File: src/hw/prse_map.vh
// Constants of the PCM receive slot expander
// What this block does
// - Receive slot number is seven bits, addressing up to 128 byte slots.
// - Frame sync marks receive slot zero; all slots count from it.
// - Three-bit bit offset delays the assigned slot by zero to seven bit clocks.
// - With a fractional frame remainder below the offset, the last slot is unusable.
// - Linear mode bypasses expansion and spans two slots; companded uses one.
// - Receive data comes from port a or port b as selected.
// - Linear samples are 16-bit two's complement, sign bit first.
// - A-law coding applies alternate bit inversion.
// - Scaling gain equals 0.0625 times code minus 16.
// - Scaling code zero gives zero gain, cutting the path off.
// - Scaling code 10000 gives unity digital loopback, analog input ignored.
// - Signaling mode adds a byte: hook bit 7, detect bit 6, clock fail bit 2.
// - Signaling bit 7 follows data bit 0 with no gap.
// - Signaling slot stays driven while the channel is in standby.
// - Robbed-bit handling touches only the mu-law receive path.
// - In robbed frames the received LSB is replaced by half its weight.
// - Robbed frame: enable set, mu-law, two-cycle sync, previous sync not two.
// - Frame sync is sampled on falling bit clock edges to measure its length.
// - Defaults give fixed gains, unity equalizers, zero filters, scaling cut off.
// - Coefficient reads return programmable memory only, never defaults.
`ifndef PRSE_MAP_VH
`define PRSE_MAP_VH
// Coding modes
`define PRSE_CODE_ALAW 2'h0
`define PRSE_CODE_MULAW 2'h1
`define PRSE_CODE_LINEAR 2'h2
// Capture lengths in bits
`define PRSE_LEN_BYTE 11'h008
`define PRSE_LEN_WORD 11'h010
// Slot field position: slot number times eight bits
`define PRSE_SLOT_SHIFT 3
// Frame sync length that marks a robbed frame
`define PRSE_FS_TWO 2'h2
// Scaling gain special codes and bias
`define PRSE_IMPEDANCE_SCALING_GAIN_CUTOFF 5'h00
`define PRSE_IMPEDANCE_SCALING_GAIN_LOOP 5'h10
`define PRSE_IMPEDANCE_SCALING_GAIN_BIAS 6'h10
// Companding constants
`define PRSE_ALAW_MASK 8'h55
`define PRSE_MU_BIAS 16'h0084
`define PRSE_A_BIAS 16'h0108
// Default coefficients, gains in milli-dB
`define PRSE_DEF_TX_GAIN 16'h1770
`define PRSE_DEF_RX_LOSS 16'hdce8
// Coefficient memory layout
`define PRSE_COEF_TXG_LO 3'h0
`define PRSE_COEF_TXG_HI 3'h1
`define PRSE_COEF_RXL_LO 3'h2
`define PRSE_COEF_RXL_HI 3'h3
`define PRSE_COEF_ANALOG 3'h4
`define PRSE_COEF_FILT 3'h5
// Reset values
`define PRSE_RST_SAMPLE 16'h0000
`define PRSE_RST_CNT 10'h000
`endif

File: src/hw/prse_receiver.v
// PCM highway receive slot capture, expansion and settings logic
`timescale 1ns/1ps
`include "prse_map.vh"
module prse_receiver (
	// Clock and reset
	input wire clk_in,
	input wire rst_in,
	// Highway pins
	input wire pcm_bit_clock_in,
	input wire frame_sync_pulse_in,
	input wire receive_port_a_in,
	input wire receive_port_b_in,
	// Signaling pin
	output wire signaling_data_out,
	output wire signaling_oe_out,
	// Slot settings
	input wire [6:0] receive_slot_number_in,
	input wire [2:0] receive_bit_offset_in,
	input wire port_b_select_in,
	input wire [1:0] coding_mode_in,
	input wire channel_active_in,
	// Signaling settings and sources
	input wire signaling_mode_select_in,
	input wire robbed_bit_enable_in,
	input wire debounced_hook_input_in,
	input wire second_detect_input_in,
	input wire alternate_detect_input_in,
	input wire alternate_detect_select_in,
	input wire clock_fail_flag_in,
	// Scaling and defaults
	input wire [4:0] impedance_scaling_gain_in,
	input wire use_defaults_in,
	// Coefficient memory port
	input wire coef_write_in,
	input wire coef_read_in,
	input wire [2:0] coef_addr_in,
	input wire [7:0] coef_wdata_in,
	output wire [7:0] coef_rdata_out,
	output wire coef_rvalid_out,
	// Received samples
	output wire [15:0] rx_sample_out,
	output wire rx_sample_valid_out,
	output wire robbed_frame_out,
	// Effective coefficients
	output wire [5:0] scaling_gain_out,
	output wire scaling_cutoff_out,
	output wire digital_loopback_out,
	output wire [15:0] transmit_digital_gain_out,
	output wire [15:0] receive_digital_loss_out,
	output wire transmit_analog_gain_out,
	output wire receive_analog_loss_out,
	output wire equalizers_unity_out,
	output wire balance_zero_out
);
	// Pin synchronisers
	reg clk_s1_q;
	reg clk_s2_q;
	reg clk_s3_q;
	reg fs_s1_q;
	reg fs_s2_q;
	reg da_s1_q;
	reg da_s2_q;
	reg db_s1_q;
	reg db_s2_q;
	// Frame timing
	reg fs_prev_q;
	reg [1:0] fs_run_q;
	reg last_two_q;
	reg robbed_q;
	reg [9:0] bit_cnt_q;
	// Capture
	reg [15:0] shift_q;
	reg done_q;
	reg [15:0] word_q;
	reg lin_q;
	reg half_q;
	reg alaw_q;
	reg [15:0] sample_q;
	reg valid_q;
	// Signaling drive
	reg sig_bit_q;
	reg sig_oe_q;
	// Coefficients
	reg [7:0] coef_mem [0:7];
	reg [7:0] coef_rdata_q;
	reg coef_rvalid_q;
	reg [5:0] gain_q;
	reg cutoff_q;
	reg loop_q;
	reg [15:0] txg_q;
	reg [15:0] rxl_q;
	reg ax_q;
	reg ar_q;
	reg equ_q;
	reg bal_q;

	wire fall;
	wire fs_start;
	wire fs_end;
	wire is_lin;
	wire is_mu;
	wire companded;
	wire din;
	wire [9:0] idx;
	wire [10:0] start_pos;
	wire [10:0] diff;
	wire [10:0] dlen;
	wire in_data;
	wire in_sig;
	wire last_bit;
	wire len_two;
	wire [7:0] sig_byte;
	wire [15:0] exp_sample;
	wire [4:0] impedance_scaling_gain;

	// Two flip-flops on every pin before use
	always @(posedge clk_in)
	begin
		if (rst_in)
		begin
			clk_s1_q <= 1'b0;
			clk_s2_q <= 1'b0;
			clk_s3_q <= 1'b0;
			fs_s1_q <= 1'b0;
			fs_s2_q <= 1'b0;
			da_s1_q <= 1'b0;
			da_s2_q <= 1'b0;
			db_s1_q <= 1'b0;
			db_s2_q <= 1'b0;
		end
		else
		begin
			clk_s1_q <= pcm_bit_clock_in;
			clk_s2_q <= clk_s1_q;
			clk_s3_q <= clk_s2_q;
			fs_s1_q <= frame_sync_pulse_in;
			fs_s2_q <= fs_s1_q;
			da_s1_q <= receive_port_a_in;
			da_s2_q <= da_s1_q;
			db_s1_q <= receive_port_b_in;
			db_s2_q <= db_s1_q;
		end
	end

	// Falling bit clock edge samples sync and data
	assign fall = clk_s3_q & ~clk_s2_q;
	assign fs_start = fall & fs_s2_q & ~fs_prev_q;
	assign fs_end = fall & ~fs_s2_q & fs_prev_q;
	assign is_lin = (coding_mode_in == `PRSE_CODE_LINEAR);
	assign is_mu = (coding_mode_in == `PRSE_CODE_MULAW);
	assign companded = ~is_lin;
	assign din = port_b_select_in ? db_s2_q : da_s2_q;

	// Bit position within frame, zero at sync
	assign idx = fs_start ? `PRSE_RST_CNT : bit_cnt_q;
	// Slot start: slot times eight plus offset
	assign start_pos = ({4'h0, receive_slot_number_in} << `PRSE_SLOT_SHIFT)
		+ {8'h00, receive_bit_offset_in};
	// Beyond the frame end the slot is never reached; host avoids it
	assign diff = {1'b0, idx} - start_pos;
	assign dlen = is_lin ? `PRSE_LEN_WORD : `PRSE_LEN_BYTE;
	assign in_data = (diff < dlen);
	assign last_bit = (diff == (dlen - 11'h001));
	assign in_sig = signaling_mode_select_in & companded
		& (diff >= `PRSE_LEN_BYTE) & (diff < `PRSE_LEN_WORD);
	assign len_two = (fs_run_q == `PRSE_FS_TWO);

	// Signaling byte layout
	assign sig_byte = {debounced_hook_input_in,
		alternate_detect_select_in ? alternate_detect_input_in : second_detect_input_in,
		3'h0, clock_fail_flag_in, 2'h0};

	// Sync length and robbed frame detection
	always @(posedge clk_in)
	begin
		if (rst_in)
		begin
			fs_prev_q <= 1'b0;
			fs_run_q <= 2'h0;
			last_two_q <= 1'b0;
			robbed_q <= 1'b0;
			bit_cnt_q <= `PRSE_RST_CNT;
		end
		else if (fall)
		begin
			fs_prev_q <= fs_s2_q;
			bit_cnt_q <= idx + 10'h001;
			if (fs_start)
				fs_run_q <= 2'h1;
			else if (fs_s2_q && fs_run_q != 2'h3)
				fs_run_q <= fs_run_q + 2'h1;
			// High two edges then low on the third
			if (fs_end)
			begin
				robbed_q <= robbed_bit_enable_in & is_mu & len_two
					& ~last_two_q;
				last_two_q <= len_two;
			end
		end
	end

	// Shift in slot bits, MSB first
	always @(posedge clk_in)
	begin
		if (rst_in)
		begin
			shift_q <= `PRSE_RST_SAMPLE;
			done_q <= 1'b0;
			word_q <= `PRSE_RST_SAMPLE;
			lin_q <= 1'b0;
			half_q <= 1'b0;
			alaw_q <= 1'b0;
		end
		else
		begin
			done_q <= 1'b0;
			if (fall && in_data)
			begin
				shift_q <= {shift_q[14:0], din};
				if (last_bit)
				begin
					done_q <= channel_active_in;
					word_q <= {shift_q[14:0], din};
					lin_q <= is_lin;
					alaw_q <= (coding_mode_in == `PRSE_CODE_ALAW);
					half_q <= robbed_q & is_mu;
				end
			end
		end
	end

	// Expander for companded bytes
	prse_expander u_exp (
		.code_in(word_q[7:0]),
		.alaw_in(alaw_q),
		.half_lsb_in(half_q),
		.sample_out(exp_sample)
	);

	// Linear data bypasses the expander
	always @(posedge clk_in)
	begin
		if (rst_in)
		begin
			sample_q <= `PRSE_RST_SAMPLE;
			valid_q <= 1'b0;
		end
		else
		begin
			valid_q <= done_q;
			if (done_q)
				sample_q <= lin_q ? word_q : exp_sample;
		end
	end

	// Signaling byte follows data byte directly, also in standby
	always @(posedge clk_in)
	begin
		if (rst_in)
		begin
			sig_bit_q <= 1'b0;
			sig_oe_q <= 1'b0;
		end
		else if (fall)
		begin
			sig_oe_q <= in_sig;
			sig_bit_q <= in_sig & sig_byte[~diff[2:0]];
		end
	end

	// Programmable coefficient memory, not reset
	always @(posedge clk_in)
	begin
		if (coef_write_in)
			coef_mem[coef_addr_in] <= coef_wdata_in;
	end

	// Reads see memory only, never the fixed defaults
	always @(posedge clk_in)
	begin
		if (rst_in)
		begin
			coef_rdata_q <= 8'h00;
			coef_rvalid_q <= 1'b0;
		end
		else
		begin
			coef_rvalid_q <= coef_read_in;
			if (coef_read_in)
				coef_rdata_q <= coef_mem[coef_addr_in];
		end
	end

	// Defaults force scaling cut off
	assign impedance_scaling_gain = use_defaults_in ? `PRSE_IMPEDANCE_SCALING_GAIN_CUTOFF : impedance_scaling_gain_in;

	// Effective scaling and coefficients
	always @(posedge clk_in)
	begin
		if (rst_in)
		begin
			gain_q <= 6'h00;
			cutoff_q <= 1'b1;
			loop_q <= 1'b0;
			txg_q <= `PRSE_DEF_TX_GAIN;
			rxl_q <= `PRSE_DEF_RX_LOSS;
			ax_q <= 1'b0;
			ar_q <= 1'b0;
			equ_q <= 1'b1;
			bal_q <= 1'b1;
		end
		else
		begin
			cutoff_q <= (impedance_scaling_gain == `PRSE_IMPEDANCE_SCALING_GAIN_CUTOFF);
			loop_q <= (impedance_scaling_gain == `PRSE_IMPEDANCE_SCALING_GAIN_LOOP);
			if (impedance_scaling_gain == `PRSE_IMPEDANCE_SCALING_GAIN_CUTOFF || impedance_scaling_gain == `PRSE_IMPEDANCE_SCALING_GAIN_LOOP)
				gain_q <= 6'h00;
			else
				gain_q <= {1'b0, impedance_scaling_gain} - `PRSE_IMPEDANCE_SCALING_GAIN_BIAS;
			if (use_defaults_in)
			begin
				txg_q <= `PRSE_DEF_TX_GAIN;
				rxl_q <= `PRSE_DEF_RX_LOSS;
				ax_q <= 1'b0;
				ar_q <= 1'b0;
				equ_q <= 1'b1;
				bal_q <= 1'b1;
			end
			else
			begin
				txg_q <= {coef_mem[`PRSE_COEF_TXG_HI], coef_mem[`PRSE_COEF_TXG_LO]};
				rxl_q <= {coef_mem[`PRSE_COEF_RXL_HI], coef_mem[`PRSE_COEF_RXL_LO]};
				ax_q <= coef_mem[`PRSE_COEF_ANALOG][0];
				ar_q <= coef_mem[`PRSE_COEF_ANALOG][1];
				equ_q <= coef_mem[`PRSE_COEF_FILT][0];
				bal_q <= coef_mem[`PRSE_COEF_FILT][1];
			end
		end
	end

	// Output drive
	assign signaling_data_out = sig_bit_q;
	assign signaling_oe_out = sig_oe_q;
	assign coef_rdata_out = coef_rdata_q;
	assign coef_rvalid_out = coef_rvalid_q;
	assign rx_sample_out = sample_q;
	assign rx_sample_valid_out = valid_q;
	assign robbed_frame_out = robbed_q;
	assign scaling_gain_out = gain_q;
	assign scaling_cutoff_out = cutoff_q;
	assign digital_loopback_out = loop_q;
	assign transmit_digital_gain_out = txg_q;
	assign receive_digital_loss_out = rxl_q;
	assign transmit_analog_gain_out = ax_q;
	assign receive_analog_loss_out = ar_q;
	assign equalizers_unity_out = equ_q;
	assign balance_zero_out = bal_q;
endmodule // prse_receiver

File: src/hw/prse_expander.v
// Companded byte to linear sample expander
`timescale 1ns/1ps
`include "prse_map.vh"
module prse_expander (
	// Code in
	input wire [7:0] code_in,
	input wire alaw_in,
	input wire half_lsb_in,
	// Linear out
	output wire [15:0] sample_out
);
	wire [7:0] inv;
	wire sign;
	wire [2:0] ex;
	wire [3:0] man;
	wire [15:0] m0;
	wire [15:0] m1;
	wire [16:0] sum;
	wire [15:0] mag;

	// Magnitude for one mantissa value
	function [15:0] mag_of;
		input a;
		input [2:0] e;
		input [3:0] m;
		reg [15:0] t;
		begin
			t = 16'h0000;
			if (a)
			begin
				if (e == 3'h0)
					t = {8'h00, m, 4'h8};
				else
					t = ({8'h00, m, 4'h0} + `PRSE_A_BIAS) << (e - 3'h1);
			end
			else
				t = (({9'h000, m, 3'h0} + `PRSE_MU_BIAS) << e) - `PRSE_MU_BIAS;
			mag_of = t;
		end
	endfunction

	// Alternate bit inversion for A-law, full inversion for mu-law
	assign inv = alaw_in ? (code_in ^ `PRSE_ALAW_MASK) : ~code_in;
	assign sign = alaw_in ? ~inv[7] : inv[7];
	assign ex = inv[6:4];
	assign man = inv[3:0];
	assign m0 = mag_of(alaw_in, ex, {man[3:1], 1'b0});
	assign m1 = mag_of(alaw_in, ex, {man[3:1], 1'b1});
	// Half LSB weight is the mean of both LSB values
	assign sum = {1'b0, m0} + {1'b0, m1};
	assign mag = half_lsb_in ? sum[16:1] : mag_of(alaw_in, ex, man);
	assign sample_out = sign ? (16'h0000 - mag) : mag;
endmodule // prse_expander

File: config.mk
export PLATFORM = sky130hd
export DESIGN_NAME = prse_receiver
export DESIGN_NICKNAME = d
export VERILOG_FILES = /design/src/hw/prse_receiver.v /design/src/hw/prse_expander.v
export VERILOG_INCLUDE_DIRS = /design/src /design/src/hw
export SDC_FILE = /design/constraint.sdc
export NUM_CORES = 1
export LEC_CHECK = 0
export ABC_AREA = 1
export ABC_CLOCK_PERIOD_IN_PS = 9000
export BUFFER_PORTS_ARGS = -buffer_cell sky130_fd_sc_hd__buf_2
export CAP_MARGIN = 10
export CELL_PAD_IN_SITES_DETAIL_PLACEMENT = 2
export CELL_PAD_IN_SITES_GLOBAL_PLACEMENT = 2
export CORE_UTILIZATION = 37
export CTS_CLUSTER_SIZE = 25
export DETAILED_ROUTE_END_ITERATION = 6
export PLACE_DENSITY = 0.93
export SYNTH_ARGS = -nofsm -noshare
export SYNTH_HDL_FRONTEND = slang
export SYNTH_SLANG_ARGS = --single-unit
File: constraint.sdc
create_clock -name clk_in -period 9 [get_ports clk_in]
set_clock_uncertainty 0.05 [all_clocks]
set_input_delay 0 -clock clk_in [delete_from_list [all_inputs] [get_ports clk_in]]
set_output_delay 0 -clock clk_in [all_outputs]
set_load 0.01 [all_outputs]
==> flow_summary.json, run 1 <==
{
  "pwr-share-seq_pct": 48.7,
  "drv_slew": 0,
  "layout_common_cells": "321 x nand2_1, 183 x inv_1, 175 x nor2_1",
  "total_power_w": 0.00193,
  "end_kind": "flip-flop",
  "start_util_pct": 37.9,
  "cts.sinks": 194,
  "area_growth_pct": 15.8,
  "antenna_found_initial": 1,
  "layout.cells.non_filler": 1958,
  "clock_power_share_pct": 41.7,
  "ys_types": 59,
  "root_buffer": "clkbuf_16",
  "cts_setup_buffers": 0,
  "num_vias": 11900,
  "clockBufferDepth": 2,
  "boundaryPins": 119,
  "ys_seq_elements": 194,
  "die_x_um": 172,
  "synth-edff-count": 64,
  "clkLatencyLatePin_ps": 470,
  "core_mm2": 0.0281,
  "drive_above_1_share_pct": 12.0,
  "vdd_drop_max_v": 0.000135,
  "internal_power_w": 0.00135,
  "grt_pass1_wl_mm": 85.9,
  "dpl.cell_count": 1897,
  "synth_top_area_share_pct": 24.4,
  "die_y_um": 172,
  "fmax_mhz": 159,
  "nFillCells": 3300,
  "syn_area_mm2": 0.0107,
  "rows": 61,
  "cp.required_ps": 9360,
  "cpPeakStageDelay_ps": 560,
  "dieArea_mm2": 0.0295,
  "reg2reg_slack_ps": 2730,
  "async_flop_share_pct": 0,
  "worst_pin_slew_ps": 1230,
  "rsz0062_at_grt": "false",
  "dpl_cell_area_mm2": 0.0115,
  "cts_buffers": 17,
  "cts_resized": 0,
  "rr_worst_depth": 32,
  "avgSynthCellArea_um2": 7.32,
  "vias_per_cell": 6.09,
  "fin_tns_setup_ps": 0,
  "p_sw_share_pct": 30.0,
  "synth-seq-area-share_pct": 42.5,
  "cp.arrival_ps": 6630,
  "comb_power_share_pct": 9.6,
  "syn_inst": 1455,
  "wl_per_cell_um": 29.6,
  "worstSetupStartpointType": "flip-flop",
  "powerDensity_mw_per_mm2": 156,
  "r2r-start": "alaw_q",
  "track_usage_pct": 40.2,
  "cp-startpoint": "alaw_q",
  "cpMostUsedCell": "nand2_1",
  "synth_ff_type": "dfxtp_1",
  "hold_class": "in2reg",
  "drt_iter0_drc": 1130,
  "port_buffers": 118,
  "reg2reg_to": "rx_sample_out[15]",
  "routabilityCongestion": 0.937,
  "wirelength_mm": 57.9,
  "grt_pass1_vias": 13200,
  "critical_path_class": "reg2reg",
  "finalNetCount": 1657,
  "cts_tree": "yes",
  "cap_violations": 0,
  "status": "finished, final reports clean",
  "synth_largest_area_cell": "dfxtp_1",
  "synth_fp_nets": 1546,
  "grt_max_degree": 62,
  "ant_nets": 0,
  "htreeDepth": 4,
  "hold_path_startpoint": "clock_fail_flag_in",
  "slew_headroom_pct": 17.4,
  "setup.worst_path.end": "rx_sample_out[15]",
  "clk_pin_slew_ps": 100,
  "fin_crit_ps": 6270,
  "cp_max_fo": 42,
  "drt-pass1-iter-count": 5,
  "whs_path_depth": 5,
  "fin_crit_sh_pct": 69.7,
  "p_sw_w": 0.000577,
  "drc": 0,
  "yosys_warnings": 0,
  "critPathSlowestCell": "inv_2",
  "ys_top_cells_by_area": "dfxtp_1 24%, edfxtp_1 18%, nand2_1 11%",
  "dp_hpwl_mm": 33.0,
  "final_hold_viol_count": 0,
  "grt-ovfl-total": 0,
  "setup_viol": 0,
  "p_leak_nw": 5.58,
  "final_common_cell": "nand2_1",
  "final_area_mm2": 0.0123
}
-- state kept, by name, summed over array words and instances (netlist names), 2 cells and up --
signal and count:
bit_cnt_q 10, coef_mem 64, coef_rdata_out 8, fs_run_q 2, receive_digital_loss_out 16, rx_sample_out 16, scaling_gain_out 5, shift_q 15
transmit_digital_gain_out 16, word_q 16
-- stage by stage --
| step | setup slack, ps | utilization [%] | hold WS [ps] |
|---|---|---|---|
| CTS | 3380 | 43.9 | 14.4 |
| finish | 2730 | 43.9 | 81.9 |
| global route | 2380 | 43.9 | 110 |
| floorplan | 4850 | - | 41.9 |
| global placement | 4060 | 40.9 | 154 |
| detailed placement | 3540 | 40.9 | 166 |
-- Yosys cell counts, types with 6 or more instances --
library cell	count
a31oi_1	12
nor2_1	176
nand2_1	321
a21oi_1	126
clkbuf_1	42
o221ai_1	6
ha_1	44
or2_2	8
o21ai_0	103
dfxtp_1	130
o21ai_1	13
nand3_1	92
o211ai_1	8
nor3_1	18
nand2_2	7
o31ai_1	8
xor2_1	15
edfxtp_1	64
inv_1	183
-- critical path, delay by kind of cell (launching register included) --
kind,cells,cell delay (ps)
buffers and inverters,3,730
flip-flops,1,330
adder cells (fa/ha/maj),2,720
AND/OR/NAND/NOR,21,3090
XOR/XNOR,1,290
AO/OA/AOI/OAI,5,990
-- cell families (layout without fill, tap and decap cells) --
family                   count (synthesis)  after routing  share of synthesized area [%]
other                                    0              1                              0
multiplexers                             1              1                         0.0939
AO/OA/AOI/OAI                          305            305                           15.9
AND/OR/NAND/NOR                        645            645                           25.5
XOR/XNOR                                19             19                           1.56
buffers and inverters                  246            370                           9.15
flip-flops                             194            194                           42.5
adder cells (fa/ha/maj)                 45             45                           5.35
-- metal layers --
layer	up-vias	wire, µm	GRT usage (%)
li1	4998	-	-
met2	669	28100	68.7
met1	5999	22000	44.4
met5	-	0	0
met3	260	3800	9.39
met4	0	3990	26.9
-- worst min path at each step --
stage                         endpoint  slack (ps)
floorplan           scaling_cutoff_out          40
global route        signaling_data_out         110
detailed placement  scaling_cutoff_out         170
CTS                 signaling_data_out          10
finish              signaling_data_out          80
global placement               da_s1_q         150
-- layout make-up --
cell class	count	area, µm²	share of cell area (%)
repair buffers	151	908	7.36
flip-flops and latches	194	4520	36.7
well taps	378	473	3.83
clock inverters	15	140	1.14
inverters	187	702	5.69
clock buffers	17	425	3.45
diodes	1	2.50	0.0203
multi-input cells	1015	5160	41.8
-- timing repair --
| item | 4_1_cts | 5_1_grt |
|---|---|---|
| setup endpoints to repair | 0 | 0 |
| hold buffers | 28 | 0 |
| hold endpoints to repair | 101 | 0 |
-- power by group through the flow --
stage	sequential (W)	clock [W]	combinational [W]
after floorplan	0.000955	0	0.0000833
after global placement	0.000951	0	0.000136
after detailed placement	0.000954	0	0.000152
after CTS	0.000936	0.000775	0.000172
after global routing	0.000939	0.000827	0.000192
final	0.000939	0.000803	0.000185
No activity file was read; power rests on OpenSTA's default activity.
==> run 2: changes to the inputs <==
- ABC_AREA: 1 -> 0
- ABC_CLOCK_PERIOD_IN_PS: 9000 -> 5600
- CORE_UTILIZATION: 37 -> 34
- PLACE_DENSITY: 0.93 -> 0.84
- clock period: 9 -> 5.6 ns (I/O delays scaled with it)
==> run 2 against run 1 <==
Hold slack lost 2.4 ps. Sequential power is 60% higher. Clock-buffer cell count is the same. Area after synthesis increased by 4.1%. Utilization down 2.3 points. Critical path depth decreased by 14. Non-clock buffer count up 36. Critical path type unchanged. Wire length decreased by 21%.
==> flow_summary.json, run 2 <==
{
  "fin_crit_ps": 5380,
  "wirelength_mm": 45.9,
  "vdd_drop_max_v": 0.000366,
  "finish.utilization_pct": 41.7,
  "synth-seq-area-share_pct": 40.8,
  "ys_top_cells_by_area": "dfxtp_1 23%, edfxtp_1 17%, mux2i_1 5.1%",
  "yosys_warnings": 0,
  "fin_tns_setup_ps": 0,
  "finalNetCount": 1406,
  "p_leak_nw": 5.18,
  "fin_crit_sh_pct": 96.0,
  "layout_common_cells": "129 x dfxtp_1, 117 x buf_2, 105 x nor2_1",
  "core_mm2": 0.0318,
  "synth_fp_nets": 1271,
  "drive_above_1_share_pct": 18.1,
  "antenna_found_initial": 0,
  "port_buffers": 118,
  "yosys.cell_count.top_type": "dfxtp_1",
  "fmax_mhz": 186,
  "worst_pin_slew_ps": 1140,
  "rows": 65,
  "drt-pass1-iter-count": 6,
  "dieArea_mm2": 0.0334,
  "synth_top_area_share_pct": 23.5,
  "wl_per_cell_um": 26.0,
  "avgSynthCellArea_um2": 9.40,
  "syn_inst": 1180,
  "critPathSlowestCell": "mux2i_1",
  "cp.required_ps": 5900,
  "die_y_um": 183,
  "async_flop_share_pct": 0,
  "cts_tree": "yes",
  "final_common_cell": "dfxtp_1",
  "ys_seq_elements": 194,
  "synth_largest_area_cell": "dfxtp_1",
  "cts.sinks": 194,
  "largest_reg_flops": 64,
  "cap_violations": 0,
  "syn_area_mm2": 0.0111,
  "largest-register": "coef_mem",
  "clk_pin_slew_ps": 80,
  "rsz0062_at_grt": "false",
  "worstSetupStartpointType": "flip-flop",
  "clockBufferDepth": 2,
  "drt_iter0_drc": 555,
  "drv_slew": 0,
  "htreeDepth": 4,
  "vias_per_cell": 5.75,
  "critPathTopFamily": "compound AO/OA/AOI/OAI gates",
  "status": "finished, final reports clean",
  "crit_chain": "clkinvlp_4 > ha_1 > mux2_2 > mux2i_1 > nand2_1 > a21o_1 > o21ai_0 > ha_1 > o21a_1 > o22a_1 > o21ai_0 > xnor2_1 > a32oi_1 > nand3_1 > o41ai_2 > xnor2_1 > o21ai_1 > a21o_1",
  "boundaryPins": 119,
  "hold_class": "in2reg",
  "cts_buffers": 17,
  "final_hold_viol_count": 0,
  "ant_nets": 0,
  "grt-ovfl-total": 0,
  "antenna_cells": 0,
  "synthTopCellsByCount": "130 x dfxtp_1, 106 x nor2_1, 84 x nand2_1",
  "cp_max_fo": 10,
  "cpPeakStageDelay_ps": 490,
  "dp_hpwl_mm": 29.5,
  "num_vias": 10100,
  "path_buf_inv": 1,
  "track_usage_pct": 27.7,
  "area_growth_pct": 19.4,
  "routabilityCongestion": 0.937,
  "start_util_pct": 34.9,
  "drc": 0,
  "setup_viol": 0,
  "grt_max_degree": 67,
  "grt_pass1_vias": 11000,
  "critical_path_class": "reg2reg",
  "ys_types": 88,
  "slew_headroom_pct": 23.7,
  "clkLatencyLatePin_ps": 460,
  "synth-edff-count": 64,
  "root_buffer": "clkbuf_16",
  "synth_ff_type": "dfxtp_1",
  "die_x_um": 183,
  "end_kind": "flip-flop",
  "grt_pass1_wl_mm": 69.4,
  "powerDensity_mw_per_mm2": 234,
  "cp.arrival_ps": 5680
}
run 2: layout make-up:
type                       instances  area, µm²
clock inverter                    15        223
multi-input combinational        868       6130
tap                              435        544
clock buffer                      17        425
sequential                       194       4530
fill                            3408      18600
timing repair buffer             187       1210
inverter                          47        180
run 2: power by group:
part	switching, W	leakage [nW]	internal [W]
clock network	0.000715	0.311	0.000632
registers	0.0000186	1.64	0.00149
logic	0.000148	3.23	0.0000998
total	0.000882	5.18	0.00222
run 2: worst register-to-register path, delay by kind of cell (launching register included):
family | cells | cell delay, ps
AO/OA/AOI/OAI | 9 | 1910
XOR/XNOR | 2 | 420
adder cells (fa/ha/maj) | 2 | 800
buffers and inverters | 1 | 280
flip-flops | 1 | 430
multiplexers | 2 | 900
AND/OR/NAND/NOR | 2 | 480
run 2: metrics by stage:
| step | std cells | instance area [µm²] | hold WS (ps) | worst slack [ps] | total power, W |
|---|---|---|---|---|---|
| after floorplan | 1180 | 11100 | 28.7 | 202 | 0.00165 |
| after global placement | 1697 | 12200 | 141 | 240 | 0.00173 |
| after detailed placement | 1697 | 12200 | 151 | 81.9 | 0.00174 |
| after CTS | 1759 | 13200 | 56.3 | 23.5 | 0.00308 |
| after global routing | 1763 | 13200 | 64.7 | 13.2 | 0.00318 |
| final | 1763 | 13200 | 79.4 | 223 | 0.00310 |
run 2: logic make-up (layout without fill, tap and decap cells):
kind of cell,count (synthesis),in the layout,synth area share [%]
multiplexers,81,81,9.21
AND/OR/NAND/NOR,424,424,19.9
buffers and inverters,118,266,4.38
XOR/XNOR,48,48,3.86
adder cells (fa/ha/maj),45,45,5.14
AO/OA/AOI/OAI,270,270,16.7
flip-flops,194,194,40.8
run 2: path summary, 6_finish.rpt:
check | start | endpoint | slack [ps] | cells past startpoint
worst min register to register | da_s1_q | da_s2_q | 410 | 1
worst min-delay path | coef_addr_in[0] | coef_rdata_out[4] | 80 | 3
worst max register to register | word_q[4] | rx_sample_out[10] | 220 | 18
worst max-delay path | word_q[4] | rx_sample_out[10] | 220 | 18
run 2: layer usage:
layer | vias to the layer above | global-route usage [%] | wire length [µm]
met5 | - | 0 | 0
met4 | 0 | 10.7 | 1410
met3 | 82 | 5.19 | 2190
met2 | 303 | 48.5 | 23100
met1 | 5169 | 33.3 | 19200
li1 | 4585 | - | -
run 2: repair_timing:
item,CTS,global route
endpoints found under the setup margin,1,9
pin swaps,0,1
hold endpoints to repair,90,0
resized for setup,1,13
hold buffers,30,0
buffers inserted,0,4
==> run 3: changes to the inputs <==
- RECOVER_POWER: not set -> 50
==> run 3 against run 2 <==
The flow now finishes with violations (max-capacitance violations, max-slew violations). Non-clock buffer count unchanged. Highest routed layer unchanged. Critical endpoint unchanged. Sequential share of layout area increased by 0.28 points. Register-to-register slack improved by 20 ps. Combinational power decreased by 2%. Maximum frequency increased by 0.46%.
==> flow_summary.json, run 3 (synthesized netlist as in run 2, its figures left out) <==
{
  "status": "complete, but fails checks",
  "violations": "max-capacitance violations, max-slew violations",
  "boundaryPins": 119,
  "root_buffer": "clkbuf_16",
  "grt_use_met1_pct": 33.3,
  "path_buf_inv": 0,
  "largest_reg_flops": 64,
  "cpPeakStageDelay_ps": 550,
  "track_usage_pct": 27.7,
  "die_x_um": 183,
  "comb_power_share_pct": 7.9,
  "final_common_cell": "dfxtp_1",
  "htreeDepth": 4,
  "rows": 65,
  "ant_nets": 0,
  "crit_chain": "or2b_1 > a211oi_1 > or4_4 > o21ai_0 > a21boi_2 > nor2_1 > xnor2_1 > nor2_1 > a21oi_1 > ha_1 > or2_2 > or3_1 > o21ai_0 > xnor2_1 > a32oi_1 > nand3_1 > o41ai_2 > xnor2_1 > o21ai_1 > a21o_1",
  "fin_crit_ps": 5350,
  "cp_max_fo": 8,
  "finalNetCount": 1406,
  "clockBufferDepth": 2,
  "busiest_layer": "met2",
  "p_sw_w": 0.000879,
  "fin_crit_sh_pct": 95.6,
  "vias_per_cell": 5.74,
  "drive_above_1_share_pct": 11.9,
  "critPathTopFamily": "compound AO/OA/AOI/OAI gates",
  "grt_use_met2_pct": 48.5,
  "internal_power_w": 0.00221,
  "drt-pass1-iter-count": 7,
  "grt_pass1_wl_mm": 69.4,
  "critPathSlowestCell": "or4_4",
  "drc": 0,
  "rsz0062_at_grt": "false",
  "cp_num_cells": 20,
  "cts.sinks": 194,
  "use_met3_pct": 5.19,
  "die_y_um": 183,
  "cp.required_ps": 5900,
  "port_buffers": 118,
  "cts_buffers": 17,
  "fmax_mhz": 187,
  "setup.worst_path.end": "rx_sample_out[10]",
  "grt_pass1_vias": 11000,
  "area_growth_pct": 18.5,
  "grt-ovfl-total": 0,
  "dieArea_mm2": 0.0334,
  "routabilityCongestion": 0.937,
  "clkLatencyLatePin_ps": 460,
  "num_vias": 10100,
  "p_leak_nw": 4.90,
  "largest-register": "coef_mem",
  "slew_headroom_pct": -47.7,
  "start_util_pct": 34.9,
  "clk_pin_slew_ps": 90,
  "reg2reg_slack_ps": 250,
  "cp-startpoint": "word_q[1]",
  "fin_tns_setup_ps": 0,
  "wl_per_cell_um": 25.9,
  "cap_violations": 1,
  "critical_path_class": "reg2reg",
  "layout_common_cells": "129 x dfxtp_1, 105 x nor2_1, 84 x nand2_1",
  "grt_max_degree": 67,
  "vdd_drop_max_v": 0.000365,
  "drv_slew": 50,
  "final_hold_viol_count": 0,
  "hold_ws_ps": 77.5,
  "clock_power_share_pct": 43.5,
  "hold_class": "in2reg",
  "worst_pin_slew_ps": 2220,
  "antenna_found_initial": 0,
  "p_sw_share_pct": 28.4,
  "dp_hpwl_mm": 29.5,
  "pwr-share-seq_pct": 48.7,
  "setup_viol": 0,
  "antenna_cells": 0,
  "core_mm2": 0.0318,
  "cts_tree": "yes",
  "powerDensity_mw_per_mm2": 235,
  "worstSetupStartpointType": "flip-flop",
  "end_kind": "flip-flop",
  "wirelength_mm": 45.7,
  "drt_iter0_drc": 579,
  "cp.arrival_ps": 5660,
  "reg2reg_to": "rx_sample_out[10]",
  "cpMostUsedCell": "xnor2_1",
  "rr_worst_depth": 20,
  "r2r-start": "word_q[1]"
}
-- run 3: cell types whose count changed in the layout (fill, tap and decap cells not counted), sizes merged --
cell,previous run,this run
buf,157,74
clkbuf,17,100
-- run 3: final cells by class --
class | count | area [µm²]
Sequential cell | 194 | 4530
Timing Repair Buffer | 187 | 1110
Fill cell | 3462 | 18700
Clock inverter | 15 | 223
Inverter | 47 | 180
Clock buffer | 17 | 425
Multi-Input combinational cell | 868 | 6130
Tap cell | 435 | 544
-- run 3: per-layer routing --
layer / wire [µm] / vias to the layer above / share of wire (%)
li1: - / 4577 / -
met1: 19000 / 5147 / 41
met2: 23000 / 320 / 50
met3: 2340 / 82 / 5.1
met4: 1430 / 0 / 3.1
met5: 0 / - / 0
-- run 3: repair_timing --
item	in CTS	in global routing
setup endpoints to repair	1	9
hold buffers	30	0
pin swaps	0	1
gates resized for setup	1	13
hold endpoints to repair	90	0
buffers inserted	0	4
-- run 3: worst min-delay path: stages --
cell	delay, ps
buf_2	240
mux2i_1	200
a211oi_1	90
-- run 3: metrics by stage --
step           power, W  area, µm²  setup slack, ps  instances  util [%]
2_1_floorplan   0.00165      11100              202       1180         -
3_3_place_gp    0.00173      12200              240       1697      38.4
3_5_place_dp    0.00174      12200             81.9       1697      38.4
4_1_cts         0.00308      13200             23.5       1759      41.4
5_1_grt         0.00318      13100             13.2       1763      41.3
6_report        0.00309      13100              248       1763      41.3
-- run 3: how the worst min path moves through the flow --
stage / from / to / slack [ps] / cells after the start
6_report: coef_addr_in[0] / coef_rdata_out[4] / 80 / 3
5_1_grt: use_defaults_in / receive_digital_loss_out[3] / 60 / 2
4_1_cts: use_defaults_in / transmit_digital_gain_out[12] / 60 / 2
3_5_place_dp: impedance_scaling_gain_in[4] / scaling_gain_out[4] / 150 / 2
3_3_place_gp: impedance_scaling_gain_in[4] / scaling_gain_out[4] / 140 / 2
2_1_floorplan: impedance_scaling_gain_in[4] / scaling_gain_out[4] / 30 / 1
-- run 3: power by group through the flow --
stage / Combinational (W) / Clock, W / Sequential, W
3_3_place_gp: 0.000198 / 0 / 0.00153
2_1_floorplan: 0.000118 / 0 / 0.00154
5_1_grt: 0.000258 / 0.00141 / 0.00151
3_5_place_dp: 0.000211 / 0 / 0.00153
6_report: 0.000243 / 0.00134 / 0.00150
4_1_cts: 0.000237 / 0.00134 / 0.00150
